===== src/pfc_regs.vh =====
// Purpose: constants for the parallel flash host controller
// Assumes: byte-wide flash, 40 MHz core clock
// Notes: command addresses use the low 15 address bits
`ifndef PFC_REGS_VH
`define PFC_REGS_VH
`define PFC_ADDR_UNLOCK1 15'h5555
`define PFC_ADDR_UNLOCK2 15'h2AAA
`define PFC_CODE_UNLOCK1 8'hAA
`define PFC_CODE_UNLOCK2 8'h55
`define PFC_CODE_PROGRAM 8'hA0
`define PFC_CODE_ERASE 8'h80
`define PFC_CODE_SECTOR 8'h30
`define PFC_CODE_CHIP 8'h10
`define PFC_CODE_ID_ENTRY 8'h90
`define PFC_CODE_ID_EXIT 8'hF0
`define PFC_ID_MAKER_ADDR 18'h0_0000
`define PFC_ID_PART_ADDR 18'h0_0001
`define PFC_OP_READ 3'h0
`define PFC_OP_PROGRAM 3'h1
`define PFC_OP_SECTOR 3'h2
`define PFC_OP_CHIP 3'h3
`define PFC_OP_ID_ENTRY 3'h4
`define PFC_OP_ID_EXIT 3'h5
`define PFC_OP_ID_EXIT_SHORT 3'h6
`define PFC_OP_READ_ID 3'h7
// bus phase timing in ns; read cycle time of the slow grade
`define PFC_T_SETUP_NS 25
`define PFC_T_STROBE_NS 75
`define PFC_T_READ_NS 100
`define PFC_T_HOLD_NS 50
`define PFC_T_PROGRAM_US 30
`define PFC_CLK_MHZ 40
`define PFC_RETRIES 2
`endif


===== src/pfc_bus_cycle.v =====
// Purpose: one strobed read or write cycle on the flash pins
// Assumes: host drives all strobes, flash is only a data source
// Notes: write data is released only after the write strobe has risen
`timescale 1ns/10ps
`default_nettype none
`include "pfc_regs.vh"
module pfc_bus_cycle #(
    parameter ADDR_W = 18,
    parameter SETUP_CYC = 1,
    parameter STROBE_CYC = 3,
    parameter READ_CYC = 4,
    parameter HOLD_CYC = 2
) (
    // clock and reset
    input wire core_clk,
    input wire rstn,
    // request
    input wire start,
    input wire isWrite,
    input wire [ADDR_W-1:0] addr,
    input wire [7:0] wrData,
    output wire busy,
    output reg done,
    output reg [7:0] rdData_q,
    // flash pins
    output reg [ADDR_W-1:0] flashAddr_q,
    output reg chipSelect_n_q,
    output reg outputGate_n_q,
    output reg writeStrobe_n_q,
    output reg [7:0] dqOut_q,
    output reg dqOe_q,
    input wire [7:0] dqIn
);
    localparam S_IDLE = 4'b0001;
    localparam S_SETUP = 4'b0010;
    localparam S_STROBE = 4'b0100;
    localparam S_HOLD = 4'b1000;
    reg [3:0] state_q;
    reg [7:0] cnt_q;
    reg wr_q;
    reg [7:0] dqSync1_q;
    reg [7:0] dqSync2_q;
    assign busy = (state_q != S_IDLE);
    // pins from outside: two flops before use
    always @(posedge core_clk or negedge rstn) begin
        if (!rstn) begin
            dqSync1_q <= 8'h00;
            dqSync2_q <= 8'h00;
        end else begin
            dqSync1_q <= dqIn;
            dqSync2_q <= dqSync1_q;
        end
    end
    always @(posedge core_clk or negedge rstn) begin
        if (!rstn) begin
            state_q <= S_IDLE;
            cnt_q <= 8'h00;
            wr_q <= 1'b0;
            done <= 1'b0;
            rdData_q <= 8'h00;
            flashAddr_q <= {ADDR_W{1'b0}};
            chipSelect_n_q <= 1'b1;
            outputGate_n_q <= 1'b1;
            writeStrobe_n_q <= 1'b1;
            dqOut_q <= 8'h00;
            dqOe_q <= 1'b0;
        end else begin
            done <= 1'b0;
            case (state_q)
                S_IDLE: begin
                    if (start) begin
                        flashAddr_q <= addr;
                        wr_q <= isWrite;
                        dqOut_q <= wrData;
                        chipSelect_n_q <= 1'b0;
                        outputGate_n_q <= 1'b1;
                        dqOe_q <= isWrite;
                        cnt_q <= SETUP_CYC[7:0];
                        state_q <= S_SETUP;
                    end
                end
                S_SETUP: begin
                    if (cnt_q <= 8'h01) begin
                        writeStrobe_n_q <= ~wr_q;
                        outputGate_n_q <= wr_q;
                        cnt_q <= wr_q ? STROBE_CYC[7:0] : READ_CYC[7:0];
                        state_q <= S_STROBE;
                    end else begin
                        cnt_q <= cnt_q - 8'h01;
                    end
                end
                S_STROBE: begin
                    if (cnt_q <= 8'h01) begin
                        writeStrobe_n_q <= 1'b1;
                        outputGate_n_q <= 1'b1;
                        if (!wr_q) begin
                            rdData_q <= dqSync2_q;
                        end
                        cnt_q <= HOLD_CYC[7:0];
                        state_q <= S_HOLD;
                    end else begin
                        cnt_q <= cnt_q - 8'h01;
                    end
                end
                S_HOLD: begin
                    if (cnt_q <= 8'h01) begin
                        chipSelect_n_q <= 1'b1;
                        dqOe_q <= 1'b0;
                        done <= 1'b1;
                        state_q <= S_IDLE;
                    end else begin
                        cnt_q <= cnt_q - 8'h01;
                    end
                end
                default: begin
                    state_q <= S_IDLE;
                end
            endcase
        end
    end
endmodule
`default_nettype wire


===== src/pfc_host.v =====
// Purpose: host sequencer issuing unlock command sequences to a parallel flash
// Assumes: one command at a time, requested by a pulse on cmdStart
// Notes: completion found by the alternating status bit, confirmed by rereads
//
// Notes on behaviour
// - host writes each cycle with write strobe low under chip select.
// - program is three unlock cycles plus address and data cycle.
// - sector erase: six cycles, last carries sector address and 30H.
// - chip erase: six cycles ending 10H at 5555H.
// - on inconsistent status, reread twice; done only if both valid.
// - identification mode lasts until an exit sequence.
// - unlock prefix AAH@5555H, 55H@2AAAH, then operation code.
// - identification entry 90H; exit F0H single or with prefix.
`timescale 1ns/10ps
`default_nettype none
`include "pfc_regs.vh"
module pfc_host #(
    parameter ADDR_W = 18,
    parameter POLL_LIMIT = 2000
) (
    // clock and reset
    input wire core_clk,
    input wire rstn,
    // command port
    input wire cmdStart,
    input wire [2:0] cmdOp,
    input wire [ADDR_W-1:0] cmdAddr,
    input wire [7:0] cmdData,
    output wire cmdReady,
    output reg cmdDone_q,
    output reg cmdError_q,
    output reg [7:0] rdData_q,
    output reg idMode_q,
    // flash pins
    output wire [ADDR_W-1:0] flashAddr,
    output wire chipSelect_n,
    output wire outputGate_n,
    output wire writeStrobe_n,
    output wire [7:0] dqOut,
    output wire dqOe,
    input wire [7:0] dqIn
);
    localparam integer CLK_NS = 1000 / `PFC_CLK_MHZ;
    // least times round up
    localparam integer SETUP_CYC = (`PFC_T_SETUP_NS + CLK_NS - 1) / CLK_NS;
    localparam integer STROBE_CYC = (`PFC_T_STROBE_NS + CLK_NS - 1) / CLK_NS;
    localparam integer READ_CYC = (`PFC_T_READ_NS + CLK_NS - 1) / CLK_NS;
    localparam integer HOLD_CYC = (`PFC_T_HOLD_NS + CLK_NS - 1) / CLK_NS;
    localparam S_IDLE = 5'b00001;
    localparam S_WRITE = 5'b00010;
    localparam S_READ = 5'b00100;
    localparam S_POLL = 5'b01000;
    localparam S_FINISH = 5'b10000;
    reg [4:0] state_q;
    reg [2:0] op_q;
    reg [ADDR_W-1:0] addr_q;
    reg [7:0] data_q;
    reg [2:0] step_q;
    reg [2:0] nSteps_q;
    reg havePrev_q;
    reg [7:0] prev_q;
    reg [1:0] stable_q;
    reg [15:0] polls_q;
    reg busStart;
    reg busWrite;
    reg [ADDR_W-1:0] busAddr;
    reg [7:0] busData;
    wire busBusy;
    wire busDone;
    wire [7:0] busRd;
    // address and data of cycle k of a command sequence
    function [ADDR_W+7:0] seqCycle;
        input [2:0] op;
        input [2:0] k;
        input [ADDR_W-1:0] a;
        input [7:0] d;
        reg [7:0] code;
        begin
            code = `PFC_CODE_ID_EXIT;
            if (op == `PFC_OP_PROGRAM) code = `PFC_CODE_PROGRAM;
            if (op == `PFC_OP_SECTOR || op == `PFC_OP_CHIP) code = `PFC_CODE_ERASE;
            if (op == `PFC_OP_ID_ENTRY) code = `PFC_CODE_ID_ENTRY;
            case (k)
                3'd0, 3'd3: seqCycle = {{(ADDR_W-15){1'b0}}, `PFC_ADDR_UNLOCK1,
                    `PFC_CODE_UNLOCK1};
                3'd1, 3'd4: seqCycle = {{(ADDR_W-15){1'b0}}, `PFC_ADDR_UNLOCK2,
                    `PFC_CODE_UNLOCK2};
                3'd2: seqCycle = {{(ADDR_W-15){1'b0}}, `PFC_ADDR_UNLOCK1, code};
                default: seqCycle = {a, d};
            endcase
            if (k == 3'd3 && op == `PFC_OP_PROGRAM) seqCycle = {a, d};
            if (k == 3'd5 && op == `PFC_OP_SECTOR) seqCycle = {a, `PFC_CODE_SECTOR};
            if (k == 3'd5 && op == `PFC_OP_CHIP) seqCycle = {{(ADDR_W-15){1'b0}},
                `PFC_ADDR_UNLOCK1, `PFC_CODE_CHIP};
            if (op == `PFC_OP_ID_EXIT_SHORT) seqCycle = {a, `PFC_CODE_ID_EXIT};
        end
    endfunction
    wire [ADDR_W+7:0] cyc = seqCycle(op_q, step_q, addr_q, data_q);
    wire isDirectRead = (cmdOp == `PFC_OP_READ) || (cmdOp == `PFC_OP_READ_ID);
    assign cmdReady = (state_q == S_IDLE);
    always @* begin
        busStart = 1'b0;
        busWrite = 1'b0;
        busAddr = addr_q;
        busData = data_q;
        if (!busBusy && !busDone) begin
            if (state_q == S_WRITE) begin
                busStart = 1'b1;
                busWrite = 1'b1;
                busAddr = cyc[ADDR_W+7:8];
                busData = cyc[7:0];
            end else if (state_q == S_READ || state_q == S_POLL) begin
                busStart = 1'b1;
            end
        end
    end
    always @(posedge core_clk or negedge rstn) begin
        if (!rstn) begin
            state_q <= S_IDLE;
            op_q <= `PFC_OP_READ;
            addr_q <= {ADDR_W{1'b0}};
            data_q <= 8'h00;
            step_q <= 3'd0;
            nSteps_q <= 3'd0;
            havePrev_q <= 1'b0;
            prev_q <= 8'h00;
            stable_q <= 2'd0;
            polls_q <= 16'h0000;
            cmdDone_q <= 1'b0;
            cmdError_q <= 1'b0;
            rdData_q <= 8'h00;
            idMode_q <= 1'b0;
        end else begin
            cmdDone_q <= 1'b0;
            case (state_q)
                S_IDLE: begin
                    if (cmdStart) begin
                        op_q <= cmdOp;
                        addr_q <= cmdAddr;
                        data_q <= cmdData;
                        cmdError_q <= 1'b0;
                        step_q <= 3'd0;
                        havePrev_q <= 1'b0;
                        stable_q <= 2'd0;
                        polls_q <= 16'h0000;
                        case (cmdOp)
                            `PFC_OP_PROGRAM: nSteps_q <= 3'd4;
                            `PFC_OP_SECTOR, `PFC_OP_CHIP: nSteps_q <= 3'd6;
                            `PFC_OP_ID_EXIT_SHORT: nSteps_q <= 3'd1;
                            default: nSteps_q <= 3'd3;
                        endcase
                        state_q <= isDirectRead ? S_READ : S_WRITE;
                    end
                end
                S_WRITE: begin
                    if (busDone) begin
                        if (step_q == nSteps_q - 3'd1) begin
                            if (op_q == `PFC_OP_PROGRAM || op_q == `PFC_OP_SECTOR ||
                                op_q == `PFC_OP_CHIP) begin
                                state_q <= S_POLL;
                            end else begin
                                idMode_q <= (op_q == `PFC_OP_ID_ENTRY);
                                state_q <= S_FINISH;
                            end
                        end else begin
                            step_q <= step_q + 3'd1;
                        end
                    end
                end
                S_READ: begin
                    if (busDone) begin
                        rdData_q <= busRd;
                        state_q <= S_FINISH;
                    end
                end
                S_POLL: begin
                    if (busDone) begin
                        rdData_q <= busRd;
                        havePrev_q <= 1'b1;
                        prev_q <= busRd;
                        polls_q <= polls_q + 16'h0001;
                        if (havePrev_q && prev_q[6] == busRd[6]) begin
                            if (stable_q == `PFC_RETRIES - 1) begin
                                state_q <= S_FINISH;
                            end
                            stable_q <= stable_q + 2'd1;
                        end else begin
                            stable_q <= 2'd0;
                        end
                        if (polls_q == POLL_LIMIT[15:0]) begin
                            cmdError_q <= 1'b1;
                            state_q <= S_FINISH;
                        end
                    end
                end
                S_FINISH: begin
                    cmdDone_q <= 1'b1;
                    state_q <= S_IDLE;
                end
                default: begin
                    state_q <= S_IDLE;
                end
            endcase
        end
    end
    pfc_bus_cycle #(
        .ADDR_W(ADDR_W),
        .SETUP_CYC(SETUP_CYC),
        .STROBE_CYC(STROBE_CYC),
        .READ_CYC(READ_CYC),
        .HOLD_CYC(HOLD_CYC)
    ) u_bus (
        .core_clk(core_clk),
        .rstn(rstn),
        .start(busStart),
        .isWrite(busWrite),
        .addr(busAddr),
        .wrData(busData),
        .busy(busBusy),
        .done(busDone),
        .rdData_q(busRd),
        .flashAddr_q(flashAddr),
        .chipSelect_n_q(chipSelect_n),
        .outputGate_n_q(outputGate_n),
        .writeStrobe_n_q(writeStrobe_n),
        .dqOut_q(dqOut),
        .dqOe_q(dqOe),
        .dqIn(dqIn)
    );
endmodule
`default_nettype wire


===== config.mk =====
export PLATFORM = sky130hd
export DESIGN_NAME = pfc_host
export DESIGN_NICKNAME = d
export VERILOG_FILES = /design/src/pfc_bus_cycle.v /design/src/pfc_host.v
export VERILOG_INCLUDE_DIRS = /design/src /design/src/src
export SDC_FILE = /design/constraint.sdc
export NUM_CORES = 1
export LEC_CHECK = 0
export ABC_AREA = 1
export BUFFER_PORTS_ARGS = -buffer_cell sky130_fd_sc_hd__buf_4
export CAP_MARGIN = 25
export CORE_ASPECT_RATIO = 1.5
export CORE_UTILIZATION = 41
export CTS_CLUSTER_SIZE = 30
export DETAILED_ROUTE_END_ITERATION = 10
export HOLD_SLACK_MARGIN = 0.1
export PLACE_DENSITY = 0.6
export SYNTH_ARGS = -nofsm -noshare
export SYNTH_HDL_FRONTEND = slang
export SYNTH_HIERARCHICAL = 1
export SYNTH_SLANG_ARGS = --single-unit

===== constraint.sdc =====
create_clock -name core_clk -period 1.9 [get_ports core_clk]
set_input_delay 0.095 -clock core_clk [delete_from_list [all_inputs] [get_ports core_clk]]
set_output_delay 0.095 -clock core_clk [all_outputs]
set_load 0.005 [all_outputs]

# Yosys cells after proc, flatten, opt, wreduce, memory -nomap -nowiden
# Cells that the tools add are included.
totals:
  wordCells: 188
  out_inout_bits: 42
  reg_bits: 145
op_classes:
  n_eq_ne: 43
  n_reduce_logical: 39
  bitwise_logic: 2
  addsub: 5
  mux: 71
  n_lt_le_gt_ge: 1
ops:
  columns: ["cell", "count"]
  rows:
  - ["two-way mux 26 bit", 4]
  - ["one-hot mux 26 bit (3 select lines)", 1]
  - ["two-way mux 8 bit", 7]
  - ["two-way mux 5 bit", 9]
  - ["two-way mux 18 bit", 2]
  - ["two-way mux 16 bit", 2]
  - ["one-hot mux 16 bit (2 select lines)", 1]
  - ["one-hot mux 8 bit (4 select lines)", 1]
  - ["one-hot mux 5 bit (4 select lines)", 1]
  - ["AND reduction 4 bit", 5]
  - ["two-way mux 1 bit", 19]
  - ["== test 3 x 2 -> 1 bit (second input constant)", 6]
  - ["== test 3 bit (second input constant)", 6]
  - ["adder 16 x 1 -> 16 bit (second input constant)", 1]
  - ["== test 16 x 11 -> 1 bit (second input constant)", 1]
  - ["two-way mux 4 bit", 4]
  - ["!= test 2 x 1 -> 1 bit (second input constant)", 8]
  - ["one-hot mux 4 bit (4 select lines)", 1]
  - ["two-way mux 3 bit", 5]
  - ["AND reduction 3 bit", 5]
  - ["two-way mux 7 bit", 2]
  - ["one-hot mux 1 bit (2 select lines)", 5]
  - ["== test 3 x 1 -> 1 bit (second input constant)", 3]
  - ["one-hot mux 3 bit (3 select lines)", 1]
  - ["other kinds (35)", 61]

# Longest topological paths before layout
# Gate-level depths: netlist of the first run.
logic_depth:
  word_depth: 11
  depth_mapped: 14
  mapped_depth_nobuf: 14

# Cells and area by module
# The synthesis of the first run kept the hierarchy.
by_module_without_submodules:
  columns: ["module", "area_per_inst_um2", "seq_area_each_um2", "cells_each", "n_inst"]
  rows:
  - ["pfc_host", 3987.6, 1778.0, 522, 1]
  - ["pfc_bus_cycle", 2865.2, 1706.6, 296, 1]

# Worst setup path after synthesis of the first run
# Ideal clock, no wire load.
synth_timing:
  path_kind: "reg-to-reg"
  start: "register step_q[0]"
  end: "register u_bus.flashAddr_q[15]"
  path_stages_with_launch: 13
  required_ns: 1.784
  setup_slack_ns: -0.015
  setup_ns: 0.116
  arrival_time_ns: 1.798
  cell_sequence: "dfrtp_1 -> ha_1 -> ha_1 -> inv_1 -> nor2_1 -> nand2_1 -> nand2_1 -> o21ai_0 -> nand2_1 -> nand2_1 -> nor2_1 -> nand2_1 -> nand2_1"
synth_between:
  elab_chain_len: 9
synth_lines:
  columns: ["item", "line", "source"]
  rows:
  - ["start, declared", "pfc_host.v:58", "reg [2:0] step_q;"]
  - ["start signal, assigned", "pfc_host.v:166", "step_q <= step_q + 3'd1;"]
  - ["== test 3 x 1 -> 1 bit (tied with other cells)", "pfc_host.v:83", "case (k)"]
  - ["OR reduction 2 bit", "pfc_host.v:83", null]
  - ["one-hot mux 26 bit (3 select lines)", "pfc_host.v:83", null]
  - ["two-way mux 26 bit", "pfc_host.v:91", "if (k == 3'd3 && op == `PFC_OP_PROGRAM) seqCycle = {a, d};"]
  - ["two-way mux 26 bit", "pfc_host.v:92", "if (k == 3'd5 && op == `PFC_OP_SECTOR) seqCycle = {a, `PFC_CODE_SECTOR};"]
  - ["two-way mux 26 bit (*)", "pfc_host.v:93", "if (k == 3'd5 && op == `PFC_OP_CHIP) seqCycle = {{(ADDR_W-15){1'b0}},"]
  - ["two-way mux 26 bit (*)", "pfc_host.v:95", "if (op == `PFC_OP_ID_EXIT_SHORT) seqCycle = {a, `PFC_CODE_ID_EXIT};"]
  - ["two-way mux 18 bit (*)", "pfc_host.v:107", "if (state_q == S_WRITE) begin"]
  - ["two-way mux 18 bit (*)", "pfc_host.v:106", "if (!busBusy && !busDone) begin"]
  - ["net busAddr[15]", "pfc_host.v:66", "reg [ADDR_W-1:0] busAddr;"]
  - ["end signal, assigned", "pfc_bus_cycle.v:61", "flashAddr_q <= {ADDR_W{1'b0}};"]
  - ["end signal, assigned", "pfc_bus_cycle.v:72", "flashAddr_q <= addr;"]
  - ["end, declared", "pfc_bus_cycle.v:26", "output reg [ADDR_W-1:0] flashAddr_q,"]
# Mark *: on every way through the listed nets, which the timed path passes. The rest lies on a longest branch.
# A chain may end at the register's enable or synchronous reset.

# Final worst setup path of the first run
layout_timing:
  start: "register step_q[0]"
  end: "register u_bus.flashAddr_q[17]"
# The elaborated chain is that of the path after synthesis.

==> reports/summary.log, run 1 <==
[status] run status complete, no violations
[sta] post-route setup TNS 0 ns
[routing] routed vias 5,893
[place] setup slack after placement -0.1039 ns
[place] DP Cell Count 1,139
[yosys] fraction of registers with async set/reset 1.000
[sta] maximum frequency from static timing analysis 535.7 MHz
[power] Max IR drop VDD 0.6980 mV
[sta] post-route worst setup slack 0.03318 ns
[cells_and_area] share of the core filled with cells 0.5706
[yosys] Synth Flop Type sky130_fd_sc_hd__dfrtp_1
[cells_and_area] count of filler cells inserted in the layout 1,493
[cells_and_area] post-route cell area 0.009279 mm2
[clocking] CTS Buf Count 17
[routing] detailed-routing iteration count for the pre-antenna-repair pass 4
[worst_setup_path] worst reg-to-reg path cell count 14
[floorplanning] die area 0.01725 mm2
[clocking] clock-pin slew reported for the worst setup and hold paths after clock tree synthesis 0.06 ns
[yosys] Synth Net Count 869
[clocking] maximum level of the CTS H-tree 4
[yosys] most repeated cell in the gate-level netlist after synthesis sky130_fd_sc_hd__nand2_1
[yosys] flip-flop and latch count after synthesis 139
[routing] number of remaining DRC errors 0
[place] # port buffers 81
[worst_setup_path] crit-path cells buf_4 -> ha_4 -> nand2_4 -> nor3_2 -> buf_4 -> nor2_2 -> nand2_4 -> nor2_4 -> buf_6 -> inv_2 -> nand2_2 -> nor2_1 -> nand2_1 -> nand2_1
[floorplanning] chip width 107.6 um
[clocking] clock tree from TritonCTS done
[routing] number of nets with antenna violations after detailed routing 0
[clocking] later-pin clock latency in the skew report 0.43 ns
[yosys] dominant cell type by area after synthesis sky130_fd_sc_hd__dfrtp_1
[worst_setup_path] highest cell delay on the worst timing path 0.41 ns
[floorplanning] Starting Density 0.4214
[worst_setup_path] data arrival time at the worst-slack endpoint 2.19 ns
[sta] WHS 0.1295 ns
[floorplanning] number of rows in the core area 57
[yosys] cell area after synthesis 0.006853 mm2
[cells_and_area] Final Instance Count excl. Fillers 1,221
[floorplanning] Die Y 160.3 um
[cells_and_area] area delta synth->final 35.40%
[place] HPWL after detailed placement 11,520 um
[yosys] number of flops mapped to enable cells by yosys 0
[cells_and_area] flip-flop and latch area 0.003485 mm2
[clocking] number of sinks handled by clock tree synthesis 139
[yosys] biggest area contributors in the synthesized netlist sky130_fd_sc_hd__dfrtp_1 49%, sky130_fd_sc_hd__nand2_1 14%, sky130_fd_sc_hd__inv_1 4.9%
[grt] aggregate global routing overflow 0
[grt] pin count of the biggest net entering global routing 50
[grt] number of antenna violations at the first check in global routing 0
[sta] unrepaired setup endpoints after global routing yes
[yosys] warning count from the yosys run 6
[sta] min Tclk post-route 1.867 ns
[cells_and_area] area of the multi-input gates 0.003025 mm2
[power] total design power 13.09 mW
[sta] Max Transition Viols Final 0
[min_path] classification of the worst-slack hold path primary input to flop
[floorplanning] Top-Level Pins 82
[clocking] clock tree root driver cell sky130_fd_sc_hd__clkbuf_16
[sta] number of hold violations in the final report 0
[sta] final clock period utilization by the worst path 0.9825
[sta] worst max-slew margin expressed relative to the limit 0.6447
[yosys] post-synthesis instance total 818
[power] PwrDens 1411 mW/mm2
[yosys] part of the Yosys area used for sequential elements 0.5085
[worst_setup_path] largest driver fanout on the critical path 6
[worst_setup_path] Setup crit start kind flop
[place] global placement routability congestion 0.8221
[place] Placed Instance Area 0.008023 mm2
[yosys] mean area per synthesized cell 8.378 um2
[yosys] ranking of synthesized cells by instance count 258 x sky130_fd_sc_hd__nand2_1, 134 x sky130_fd_sc_hd__dfrtp_1, 90 x sky130_fd_sc_hd__inv_1, 62 x sky130_fd_sc_hd__o21ai_0, 55 x sky130_fd_sc_hd__nor2_1
[grt] total routing resource utilization after global routing 0.2045
[grt] wire length of the first global-routing pass 27,420 um
[yosys] post-synthesis cell type count 39
[worst_setup_path] critical path endpoint category flop
[sta] pin slew with the least headroom to its limit 0.5288 ns
[worst_setup_path] cell count along the critical path 14
[routing] Routed WL 16,610 um
[sta] Clock Skews 0.01037 ns
[yosys] share of the synthesized area in the top cell type 0.4893
[cells_and_area] fraction of final layout cells with drive strength greater than 1 0.2759
[worst_setup_path] path type of the worst setup path flop to flop
[sta] final count of negative-setup-slack endpoints 0
[routing] final routed wire length divided by cell count 13.60 um
[routing] detailed router's first-iteration violation count 242
[worst_setup_path] Top delay family on crit path simple AND/OR/NAND/NOR gates
[routing] detailed-route vias per instance 4.826
[worst_setup_path] critical path data required time 2.22 ns
[cells_and_area] NumNets Final 1,053
[worst_setup_path] Critical Path Slowest Stage Cell sky130_fd_sc_hd__dfrtp_1
[power] total leakage power 4.736 nW
[floorplanning] standard cell core area 0.01626 mm2
[flow_run] total of max-cap violations 0
[cells_and_area] Ant. Diodes 0
[worst_setup_path] Worst Path Buf+Inv 4
[min_path] Worst Hold Path Cells 4
[grt] via count of the first global-routing pass 5,920
[clocking] CTS Buffer Depth 2
## cell usage in the layout (no fill, tap or decap), types with 3 or more instances in the layout
| master | Yosys | routed |
|---|---|---|
| sky130_fd_sc_hd__a21oi_1 | 19 | 18 |
| sky130_fd_sc_hd__buf_12 | 0 | 4 |
| sky130_fd_sc_hd__buf_4 | 8 | 129 |
| sky130_fd_sc_hd__buf_6 | 3 | 10 |
| sky130_fd_sc_hd__clkbuf_16 | 0 | 17 |
| sky130_fd_sc_hd__dfrtp_1 | 134 | 134 |
| sky130_fd_sc_hd__dfstp_2 | 5 | 5 |
| sky130_fd_sc_hd__dlygate4sd3_1 | 0 | 38 |
| sky130_fd_sc_hd__ha_1 | 11 | 7 |
| sky130_fd_sc_hd__inv_1 | 90 | 85 |
| sky130_fd_sc_hd__inv_2 | 10 | 14 |
| sky130_fd_sc_hd__inv_6 | 0 | 5 |
| sky130_fd_sc_hd__inv_8 | 0 | 4 |
| sky130_fd_sc_hd__mux2_2 | 13 | 13 |
| sky130_fd_sc_hd__nand2_1 | 258 | 243 |
| sky130_fd_sc_hd__nand2_2 | 7 | 19 |
| sky130_fd_sc_hd__nand2_4 | 7 | 10 |
| sky130_fd_sc_hd__nand3_1 | 52 | 48 |
| sky130_fd_sc_hd__nand3_2 | 1 | 4 |
| sky130_fd_sc_hd__nand3_4 | 4 | 5 |
| sky130_fd_sc_hd__nand3b_1 | 3 | 3 |
| sky130_fd_sc_hd__nand4_1 | 11 | 11 |
| sky130_fd_sc_hd__nor2_1 | 55 | 51 |
| sky130_fd_sc_hd__nor2_2 | 5 | 8 |
| sky130_fd_sc_hd__nor2_4 | 8 | 9 |
| sky130_fd_sc_hd__nor3_1 | 9 | 6 |
| sky130_fd_sc_hd__nor3_2 | 0 | 3 |
| sky130_fd_sc_hd__o21ai_0 | 62 | 52 |
| sky130_fd_sc_hd__o21ai_1 | 7 | 13 |
| sky130_fd_sc_hd__o21ai_2 | 0 | 3 |
| sky130_fd_sc_hd__o22ai_1 | 9 | 9 |
| sky130_fd_sc_hd__xnor2_1 | 3 | 3 |
| sky130_fd_sc_hd__xor2_1 | 7 | 7 |
## layer usage
layer / GRT usage / up-vias / wire (um)
met4: 0.08281 / 0 / 425
met3: 0.04302 / 35 / 493
met1: 0.2263 / 2770 / 6926
met5: 0 / - / 0
met2: 0.3735 / 117 / 8760
li1: - / 2971 / -
## kinds of logic (layout without fill, tap and decap cells)
family,count (synthesis),in the layout,share of synthesized area
simple gates,426,426,0.2857
fa+ha+maj,11,11,0.02008
compound gates,101,101,0.07687
flops,139,139,0.5085
xor+xnor,10,10,0.01278
mux,13,13,0.02136
buf+inv,118,315,0.07467
## worst register-to-register path, cell delays in order (launching register included)
cell and delay (ns):
sky130_fd_sc_hd__dfrtp_1 0.41, sky130_fd_sc_hd__buf_4 0.17, sky130_fd_sc_hd__ha_4 0.17, sky130_fd_sc_hd__nand2_4 0.08
sky130_fd_sc_hd__nor3_2 0.05, sky130_fd_sc_hd__buf_4 0.15, sky130_fd_sc_hd__nor2_2 0.13, sky130_fd_sc_hd__nand2_4 0.08
sky130_fd_sc_hd__nor2_4 0.14, sky130_fd_sc_hd__buf_6 0.15, sky130_fd_sc_hd__inv_2 0.04, sky130_fd_sc_hd__nand2_2 0.06
sky130_fd_sc_hd__nor2_1 0.04, sky130_fd_sc_hd__nand2_1 0.06, sky130_fd_sc_hd__nand2_1 0.05
## layout make-up
type                            instances  area share
Sequential cell                       139      0.3755
Inverter                              102     0.04194
Clock buffer                           18     0.04625
Multi-Input combinational cell        561      0.3261
Clock inverter                         14     0.01632
Timing Repair Buffer                  181      0.1661
Tap cell                              206     0.02778
## state kept, by name, summed over array words and instances, names as in the netlist, 2 cells and up
signal,flops
u_bus/dqOut_q,8
addr_q,18
data_q,8
rdData_q,8
state_q,5
u_bus/rdData_q,8
step_q,3
op_q,3
u_bus/dqSync1_q,8
stable_q,2
u_bus/state_q,4
nSteps_q,3
polls_q,16
u_bus/flashAddr_q,18
u_bus/dqSync2_q,8
u_bus/cnt_q,8
## final timing paths
path	slack [ns]	endpoint	startpoint
min in group asynchronous	0.14	u_bus/cnt_q[4]	rstn
max in group asynchronous	1.11	state_q[0]	rstn
setup reg to reg	0.03	u_bus/flashAddr_q[17]	step_q[0]
hold / removal	0.13	state_q[0]	cmdStart
setup / recovery	0.03	u_bus/flashAddr_q[17]	step_q[0]
hold reg to reg	0.35	u_bus/dqSync2_q[5]	u_bus/dqSync1_q[5]
## power by group
group	switching (mW)	internal (mW)	total (mW)
Clock	1.44	1.86	3.30
Combinational	3.08	2.41	5.50
Sequential	0.494	3.80	4.30
Total	5.02	8.07	13.1
## repair_timing
item	4_1_cts	5_1_grt
hold buffers	38	0
endpoints found under the hold margin	178	0
gates cloned	0	1
endpoints found under the setup margin	32	59
pin swaps	4	27
buffers inserted	5	6
resized for setup	8	62
No activity file was read; power rests on OpenSTA's default activity.
==> inputs of run 2 (changes only) <==
--- a/config.mk
+++ b/config.mk
@@ -14,7 +14,9 @@
 export CTS_CLUSTER_SIZE = 30
 export DETAILED_ROUTE_END_ITERATION = 10
 export HOLD_SLACK_MARGIN = 0.1
+export MAX_ROUTING_LAYER = met4
 export PLACE_DENSITY = 0.6
+export SETUP_SLACK_MARGIN = 0.3
 export SYNTH_ARGS = -nofsm -noshare
 export SYNTH_HDL_FRONTEND = slang
 export SYNTH_HIERARCHICAL = 1
==> run 2 against run 1 <==
  * Via count is 7.9% higher
  * Flip-flop and latch count stayed put
  * Maximum frequency is 0.25% higher
  * Clock-buffer cell count stayed put
  * First-iteration DRC count is 4.1% higher
  * Power is 23% higher
  * Register-to-register slack hardly changed
  * Final cell count is 3.5% higher
  * Die area stayed put
  * Routed wire length is 20% higher
  * Critical path depth is 2 lower
  * Critical endpoint is now u_bus/flashAddr_q[9]
==> reports/summary.log, run 2 (synthesis gave the netlist of run 1 again) <==
[status] run status complete, no violations
[grt] wire length of the first global-routing pass 30,260 um [+10%]
[floorplanning] number of rows in the core area 57 [unchanged]
[power] Max IR drop VDD 0.8281 mV [+19%]
[clocking] maximum level of the CTS H-tree 4 [unchanged]
[cells_and_area] leading cell type in the layout, fill and taps excluded sky130_fd_sc_hd__nand2_1
[floorplanning] Die Y 160.3 um [unchanged]
[place] global placement routability congestion 0.8614 [+4.8%]
[place] Placed Instance Area 0.007910 mm2 [-1.4%]
[routing] Routed WL 19,900 um [+20%]
[worst_setup_path] critical path endpoint category flop
[routing] number of nets with antenna violations after detailed routing 0 [unchanged]
[power] total design power 16.08 mW [+23%]
[floorplanning] Starting Density 0.4214 [unchanged]
[clocking] number of sinks handled by clock tree synthesis 139 [unchanged]
[flow_run] total of max-cap violations 0 [unchanged]
[power] total leakage power 5.392 nW [+14%]
[clocking] clock tree root driver cell sky130_fd_sc_hd__clkbuf_16
[floorplanning] chip width 107.6 um [unchanged]
[grt] via count of the first global-routing pass 6,318 [+6.7%]
[sta] Max Transition Viols Final 0 [unchanged]
[cells_and_area] NumNets Final 1,096 [+4.1%]
[sta] maximum frequency from static timing analysis 537.0 MHz [+0.25%]
[sta] Clock Skews 0.01285 ns [+0.002487 ns]
[cells_and_area] fraction of final layout cells with drive strength greater than 1 0.4263 [+0.1504]
[clocking] CTS Buffer Depth 2 [unchanged]
[clocking] CTS Buf Count 17 [unchanged]
[cells_and_area] Ant. Diodes 0 [unchanged]
[clocking] clock tree from TritonCTS done
[cells_and_area] most frequent cells in the layout 189 x sky130_fd_sc_hd__nand2_1, 130 x sky130_fd_sc_hd__dfrtp_1, 125 x sky130_fd_sc_hd__buf_4, 77 x sky130_fd_sc_hd__inv_1, 47 x sky130_fd_sc_hd__nor2_1
[clocking] clock-pin slew reported for the worst setup and hold paths after clock tree synthesis 0.07 ns [about the same]
[worst_setup_path] data arrival time at the worst-slack endpoint 2.18 ns [about the same]
[routing] detailed-route vias per instance 5.030 [+4.2%]
[cells_and_area] Final Instance Count excl. Fillers 1,264 [+3.5%]
[cells_and_area] post-route cell area 0.01072 mm2 [+16%]
[routing] detailed-routing iteration count for the pre-antenna-repair pass 5 [+1]
[sta] unrepaired setup endpoints after global routing yes
[floorplanning] die area 0.01725 mm2 [unchanged]
[worst_setup_path] critical path data required time 2.22 ns [about the same]
[grt] total routing resource utilization after global routing 0.2356 [+0.03108]
[grt] number of antenna violations at the first check in global routing 0 [unchanged]
[routing] detailed router's first-iteration violation count 252 [+4.1%]
[sta] number of hold violations in the final report 0 [unchanged]
[floorplanning] Top-Level Pins 82 [unchanged]
[power] PwrDens 1501 mW/mm2 [+6.3%]
[routing] routed vias 6,358 [+7.9%]
[sta] pin slew with the least headroom to its limit 0.5354 ns [+0.006591 ns]
[grt] aggregate global routing overflow 0 [unchanged]
[sta] final count of negative-setup-slack endpoints 0 [unchanged]
[routing] final routed wire length divided by cell count 15.74 um [+16%]
[sta] worst max-slew margin expressed relative to the limit 0.6403 [-0.004428]
[worst_setup_path] path type of the worst setup path flop to flop
[routing] number of remaining DRC errors 0 [unchanged]
[worst_setup_path] largest driver fanout on the critical path 6 [unchanged]
[cells_and_area] leading registers by flop count addr_q: 18 flops, u_bus/flashAddr_q: 18 flops, polls_q: 16 flops
[place] HPWL after detailed placement 11,670 um [+1.3%]
[place] DP Cell Count 1,119 [-1.8%]
[clocking] later-pin clock latency in the skew report 0.43 ns [about the same]
[sta] min Tclk post-route 1.862 ns [-0.004705 ns]
[grt] pin count of the biggest net entering global routing 52 [+4.0%]
[floorplanning] standard cell core area 0.01626 mm2 [unchanged]
[worst_setup_path] Setup crit start kind flop
[cells_and_area] area delta synth->final 56.40%
[sta] final clock period utilization by the worst path 0.9801 [-0.002476]
[min_path] classification of the worst-slack hold path primary input to async pin
[place] # port buffers 81 [unchanged]
==> run 2: cell count changes in the layout (fill, tap and decap cells not counted), moves of 10 or more <==
cell                      previous run  this run
sky130_fd_sc_hd__nand2_4            10        39
sky130_fd_sc_hd__o21ai_0            52        12
sky130_fd_sc_hd__a21oi_1            18         8
sky130_fd_sc_hd__buf_12              4        15
sky130_fd_sc_hd__buf_6              10        29
sky130_fd_sc_hd__nand2_2            19        44
sky130_fd_sc_hd__o21ai_2             3        33
sky130_fd_sc_hd__nand2_1           243       189
==> run 2: timing repair <==
action,CTS,global route
endpoints found under the hold margin,180,0
pin swaps,40,65
setup endpoints to repair,101,119
hold buffers,39,0
resized for setup,115,202
setup buffers,35,24
gates cloned,10,5
==> run 2: worst max-delay path, stage by stage (launching register included) <==
cell and delay, ns:
sky130_fd_sc_hd__dfrtp_1 0.43, sky130_fd_sc_hd__ha_4 0.19, sky130_fd_sc_hd__ha_4 0.16, sky130_fd_sc_hd__inv_4 0.07
sky130_fd_sc_hd__nor2_4 0.04, sky130_fd_sc_hd__nand2_4 0.12, sky130_fd_sc_hd__nand2_8 0.08, sky130_fd_sc_hd__o21ai_4 0.22
sky130_fd_sc_hd__nand3_4 0.15, sky130_fd_sc_hd__o21ai_1 0.10, sky130_fd_sc_hd__inv_1 0.05, sky130_fd_sc_hd__nand2_1 0.07
sky130_fd_sc_hd__nand2_1 0.07
==> run 2: stage by stage <==
stage	setup TNS [ns]	hold WS, ns	setup WS [ns]	util
2_1_floorplan	0	-0.2006	0.1290	-
3_3_place_gp	0	0.09072	0.01720	0.4865
3_5_place_dp	-0.04855	0.08671	-0.03168	0.4865
4_1_cts	0	0.2023	0.1018	0.6013
5_1_grt	-0.1657	0.2236	-0.03366	0.6591
6_report	0	0.1833	0.03788	0.6591
==> run 2: path summary, 6_finish.rpt <==
path	startpoint	end	slack [ns]	cells past startpoint
max	step_q[0]	u_bus/flashAddr_q[9]	0.04	12
min in group core_clk	dqIn[2]	u_bus/dqSync1_q[2]	0.32	2
max in group asynchronous	rstn	u_bus/dqSync1_q[4]	1.08	3
max reg2reg	step_q[0]	u_bus/flashAddr_q[9]	0.04	12
min	rstn	nSteps_q[1]	0.18	2
min reg2reg	u_bus/dqSync1_q[6]	u_bus/dqSync2_q[6]	0.35	0
==> run 2: layer usage <==
layer	track usage	vias to the layer above	wire [um]
met2	0.4266	151	11100
li1	-	3082	-
met5	-	-	0
met4	0.1021	0	554
met1	0.2482	3085	7583
met3	0.03734	40	666
==> run 2: power breakdown <==
group | total (mW) | internal (mW) | switching (mW)
clock network | 3.19 | 1.76 | 1.44
logic | 8.51 | 4.05 | 4.45
registers | 4.38 | 3.81 | 0.574
total | 16.1 | 9.62 | 6.46
==> run 2: area by class of cell <==
cell class / instances / area (um2)
multi-input combinational: 565 / 3742
sequential: 139 / 3490
clock inverter: 14 / 126.4
timing repair inverter: 1 / 11.26
clock buffer: 18 / 439.2
tap: 206 / 257.7
inverter: 102 / 425.4
fill: 1260 / 5543
timing repair buffer: 219 / 2226
==> inputs of run 3 (changes only) <==
--- a/config.mk
+++ b/config.mk
@@ -15,7 +15,7 @@
 export DETAILED_ROUTE_END_ITERATION = 10
 export HOLD_SLACK_MARGIN = 0.1
 export MAX_ROUTING_LAYER = met4
-export PLACE_DENSITY = 0.6
+export PLACE_DENSITY = 0.58
 export SETUP_SLACK_MARGIN = 0.3
 export SYNTH_ARGS = -nofsm -noshare
 export SYNTH_HDL_FRONTEND = slang
==> constraint.sdc (replaced) <==
create_clock -name core_clk -period 2 [get_ports core_clk]
set_input_delay 0.1 -clock core_clk [delete_from_list [all_inputs] [get_ports core_clk]]
set_output_delay 0.1 -clock core_clk [all_outputs]
set_load 0.005 [all_outputs]
==> run 3 against run 2 <==
  * Non-clock buffer count down 21
  * Final cell count down 1.9%
  * Critical endpoint is now u_bus/flashAddr_q[8]
  * First-iteration DRC count down 1.6%
  * Global-route usage down 1.6 points
  * Largest power group unchanged
==> reports/summary.log, run 3 (synthesis gave the netlist of run 1 again) <==
[status] run status complete, no violations
[sta] number of hold violations in the final report 0 [unchanged]
[routing] routed vias 6,097 [-4.1%]
[sta] maximum frequency from static timing analysis 540.5 MHz [+0.64%]
[power] total leakage power 5.071 nW [-5.9%]
[grt] number of antenna violations at the first check in global routing 0 [unchanged]
[clocking] CTS Buffer Depth 2 [unchanged]
[cells_and_area] most frequent cells in the layout 221 x sky130_fd_sc_hd__nand2_1, 131 x sky130_fd_sc_hd__dfrtp_1, 120 x sky130_fd_sc_hd__buf_4, 78 x sky130_fd_sc_hd__inv_1, 48 x sky130_fd_sc_hd__nor2_1
[cells_and_area] leading cell type in the layout, fill and taps excluded sky130_fd_sc_hd__nand2_1
[sta] unrepaired setup endpoints after global routing yes
[floorplanning] die area 0.01725 mm2 [unchanged]
[routing] detailed-routing iteration count for the pre-antenna-repair pass 4 [-1]
[cells_and_area] count of filler cells inserted in the layout 1,381 [+9.6%]
[floorplanning] number of rows in the core area 57 [unchanged]
[place] HPWL after detailed placement 11,400 um [-2.3%]
[floorplanning] standard cell core area 0.01626 mm2 [unchanged]
[place] global placement routability congestion 0.8457 [-1.8%]
[clocking] later-pin clock latency in the skew report 0.43 ns [about the same]
[grt] pin count of the biggest net entering global routing 48 [-7.7%]
[worst_setup_path] critical path endpoint category flop
[sta] WHS 0.1197 ns [-0.06357 ns]
[sta] Max Transition Viols Final 0 [unchanged]
[worst_setup_path] data arrival time at the worst-slack endpoint 2.17 ns [about the same]
[cells_and_area] fraction of final layout cells with drive strength greater than 1 0.3530 [-0.07328]
[sta] Clock Skews 0.01140 ns [-0.001455 ns]
[cells_and_area] Final Instance Count excl. Fillers 1,240 [-1.9%]
[sta] min Tclk post-route 1.850 ns [-0.01183 ns]
[worst_setup_path] Setup crit start kind flop
[worst_setup_path] path type of the worst setup path flop to flop
[worst_setup_path] largest driver fanout on the critical path 6 [unchanged]
[routing] detailed router's first-iteration violation count 248 [-1.6%]
[routing] detailed-route vias per instance 4.917 [-2.2%]
[cells_and_area] Ant. Diodes 0 [unchanged]
[cells_and_area] NumNets Final 1,072 [-2.2%]
[clocking] clock tree from TritonCTS done
[sta] final count of negative-setup-slack endpoints 0 [unchanged]
[clocking] clock tree root driver cell sky130_fd_sc_hd__clkbuf_16
[sta] pin slew with the least headroom to its limit 0.5435 ns [+0.008078 ns]
[cells_and_area] area delta synth->final 48.06%
[clocking] clock-pin slew reported for the worst setup and hold paths after clock tree synthesis 0.06 ns [about the same]
[sta] final clock period utilization by the worst path 0.9251 [-0.05492]
[cells_and_area] leading registers by flop count addr_q: 18 flops, u_bus/flashAddr_q: 18 flops, polls_q: 16 flops
[cells_and_area] share of the core filled with cells 0.6240 [-0.03517]
[min_path] classification of the worst-slack hold path primary input to flop
[floorplanning] Die Y 160.3 um [unchanged]
[sta] post-route setup TNS 0 ns [unchanged]
[floorplanning] chip width 107.6 um [unchanged]
[clocking] CTS Buf Count 17 [unchanged]
[routing] number of nets with antenna violations after detailed routing 0 [unchanged]
[power] PwrDens 1432 mW/mm2 [-4.5%]
[power] total design power 14.53 mW [-9.6%]
[power] Max IR drop VDD 0.7897 mV [-4.6%]
[worst_setup_path] critical path data required time 2.32 ns [+0.10 ns]
[routing] number of remaining DRC errors 0 [unchanged]
[place] # port buffers 81 [unchanged]
[floorplanning] Top-Level Pins 82 [unchanged]
[flow_run] total of max-cap violations 0 [unchanged]
[grt] wire length of the first global-routing pass 28,510 um [-5.8%]
[clocking] maximum level of the CTS H-tree 4 [unchanged]
[routing] Routed WL 18,390 um [-7.6%]
[place] DP Cell Count 1,116 [-0.27%]
[grt] total routing resource utilization after global routing 0.2196 [-0.01598]
[routing] final routed wire length divided by cell count 14.83 um [-5.8%]
[clocking] number of sinks handled by clock tree synthesis 139 [unchanged]
[grt] via count of the first global-routing pass 5,940 [-6.0%]
[floorplanning] Starting Density 0.4214 [unchanged]
[grt] aggregate global routing overflow 0 [unchanged]
[sta] worst max-slew margin expressed relative to the limit 0.6349 [-0.005427]
[run 3: changes by cell type in the layout (fill, tap and decap cells not counted), sizes merged]
cell and change:
dlygate4sd3 -1, clkbuf +4, nand2 -2, nor2 -1, bufinv +4, buf -22, clkinv +3, inv -8
clkinvlp -1
[run 3: worst paths after layout]
kind                                          from              endpoint  slack [ns]  cells past startpoint
worst max-delay path                     step_q[0]  u_bus/flashAddr_q[8]        0.15                     13
worst min-delay path                      cmdStart            state_q[4]        0.12                      5
worst max register to register           step_q[0]  u_bus/flashAddr_q[8]        0.15                     13
worst min register to register  u_bus/dqSync1_q[0]    u_bus/dqSync2_q[0]        0.34                      0
max in group asynchronous                     rstn             step_q[0]        1.09                      3
min in group asynchronous                     rstn           polls_q[11]        0.16                      2
[run 3: layout make-up]
cell class              count  area, um2  share of cell area
clock buffers              20      446.7             0.04403
clock inverters            12      187.7             0.01850
inverters                 102      414.1             0.04082
multi-input cells         562       3402              0.3353
flip-flops and latches    139       3488              0.3438
well taps                 206      257.7             0.02540
repair buffers            198       1938              0.1910
repair inverters            1      11.26            0.001110
[run 3: metrics by stage]
stage	setup WS, ns	instance area, um2
floorplan	0.2290	6904
global placement	0.08935	7873
detailed placement	0.05549	7873
CTS	0.2008	9422
global route	0.05153	10150
finish	0.1497	10150
[run 3: timing repair]
| action | in CTS | in global routing |
|---|---|---|
| cloned | 3 | 8 |
| pin swaps | 35 | 37 |
| hold buffers | 38 | 0 |
| setup buffers | 27 | 16 |
| endpoints found under the hold margin | 175 | 0 |
| resized for setup | 59 | 137 |
| setup endpoints to repair | 82 | 103 |
[run 3: metal layers]
metal  vias to the layer above  GRT usage  part of all wire
met3                        40    0.03734             0.036
met5                         -          -                 0
met1                      2893     0.2468              0.41
li1                       3019          -                 -
met2                       145     0.3785              0.53
met4                         0    0.09589             0.027
[run 3: report_power, final]
part	switching, mW	internal, mW
Clock	1.25	2.14
Sequential	0.492	3.62
Combinational	3.75	3.30
[run 3: worst max-delay path, cell delays in order, from the launching register on]
cell	delay, ns
sky130_fd_sc_hd__dfrtp_2	0.46
sky130_fd_sc_hd__ha_4	0.18
sky130_fd_sc_hd__ha_4	0.15
sky130_fd_sc_hd__inv_4	0.06
sky130_fd_sc_hd__nor2_4	0.04
sky130_fd_sc_hd__nand2_4	0.09
sky130_fd_sc_hd__nand2_4	0.06
sky130_fd_sc_hd__inv_4	0.07
sky130_fd_sc_hd__nand2_4	0.05
sky130_fd_sc_hd__nor2_4	0.25
sky130_fd_sc_hd__buf_4	0.17
sky130_fd_sc_hd__o21ai_1	0.05
sky130_fd_sc_hd__nand2_1	0.07
sky130_fd_sc_hd__nand2_1	0.05
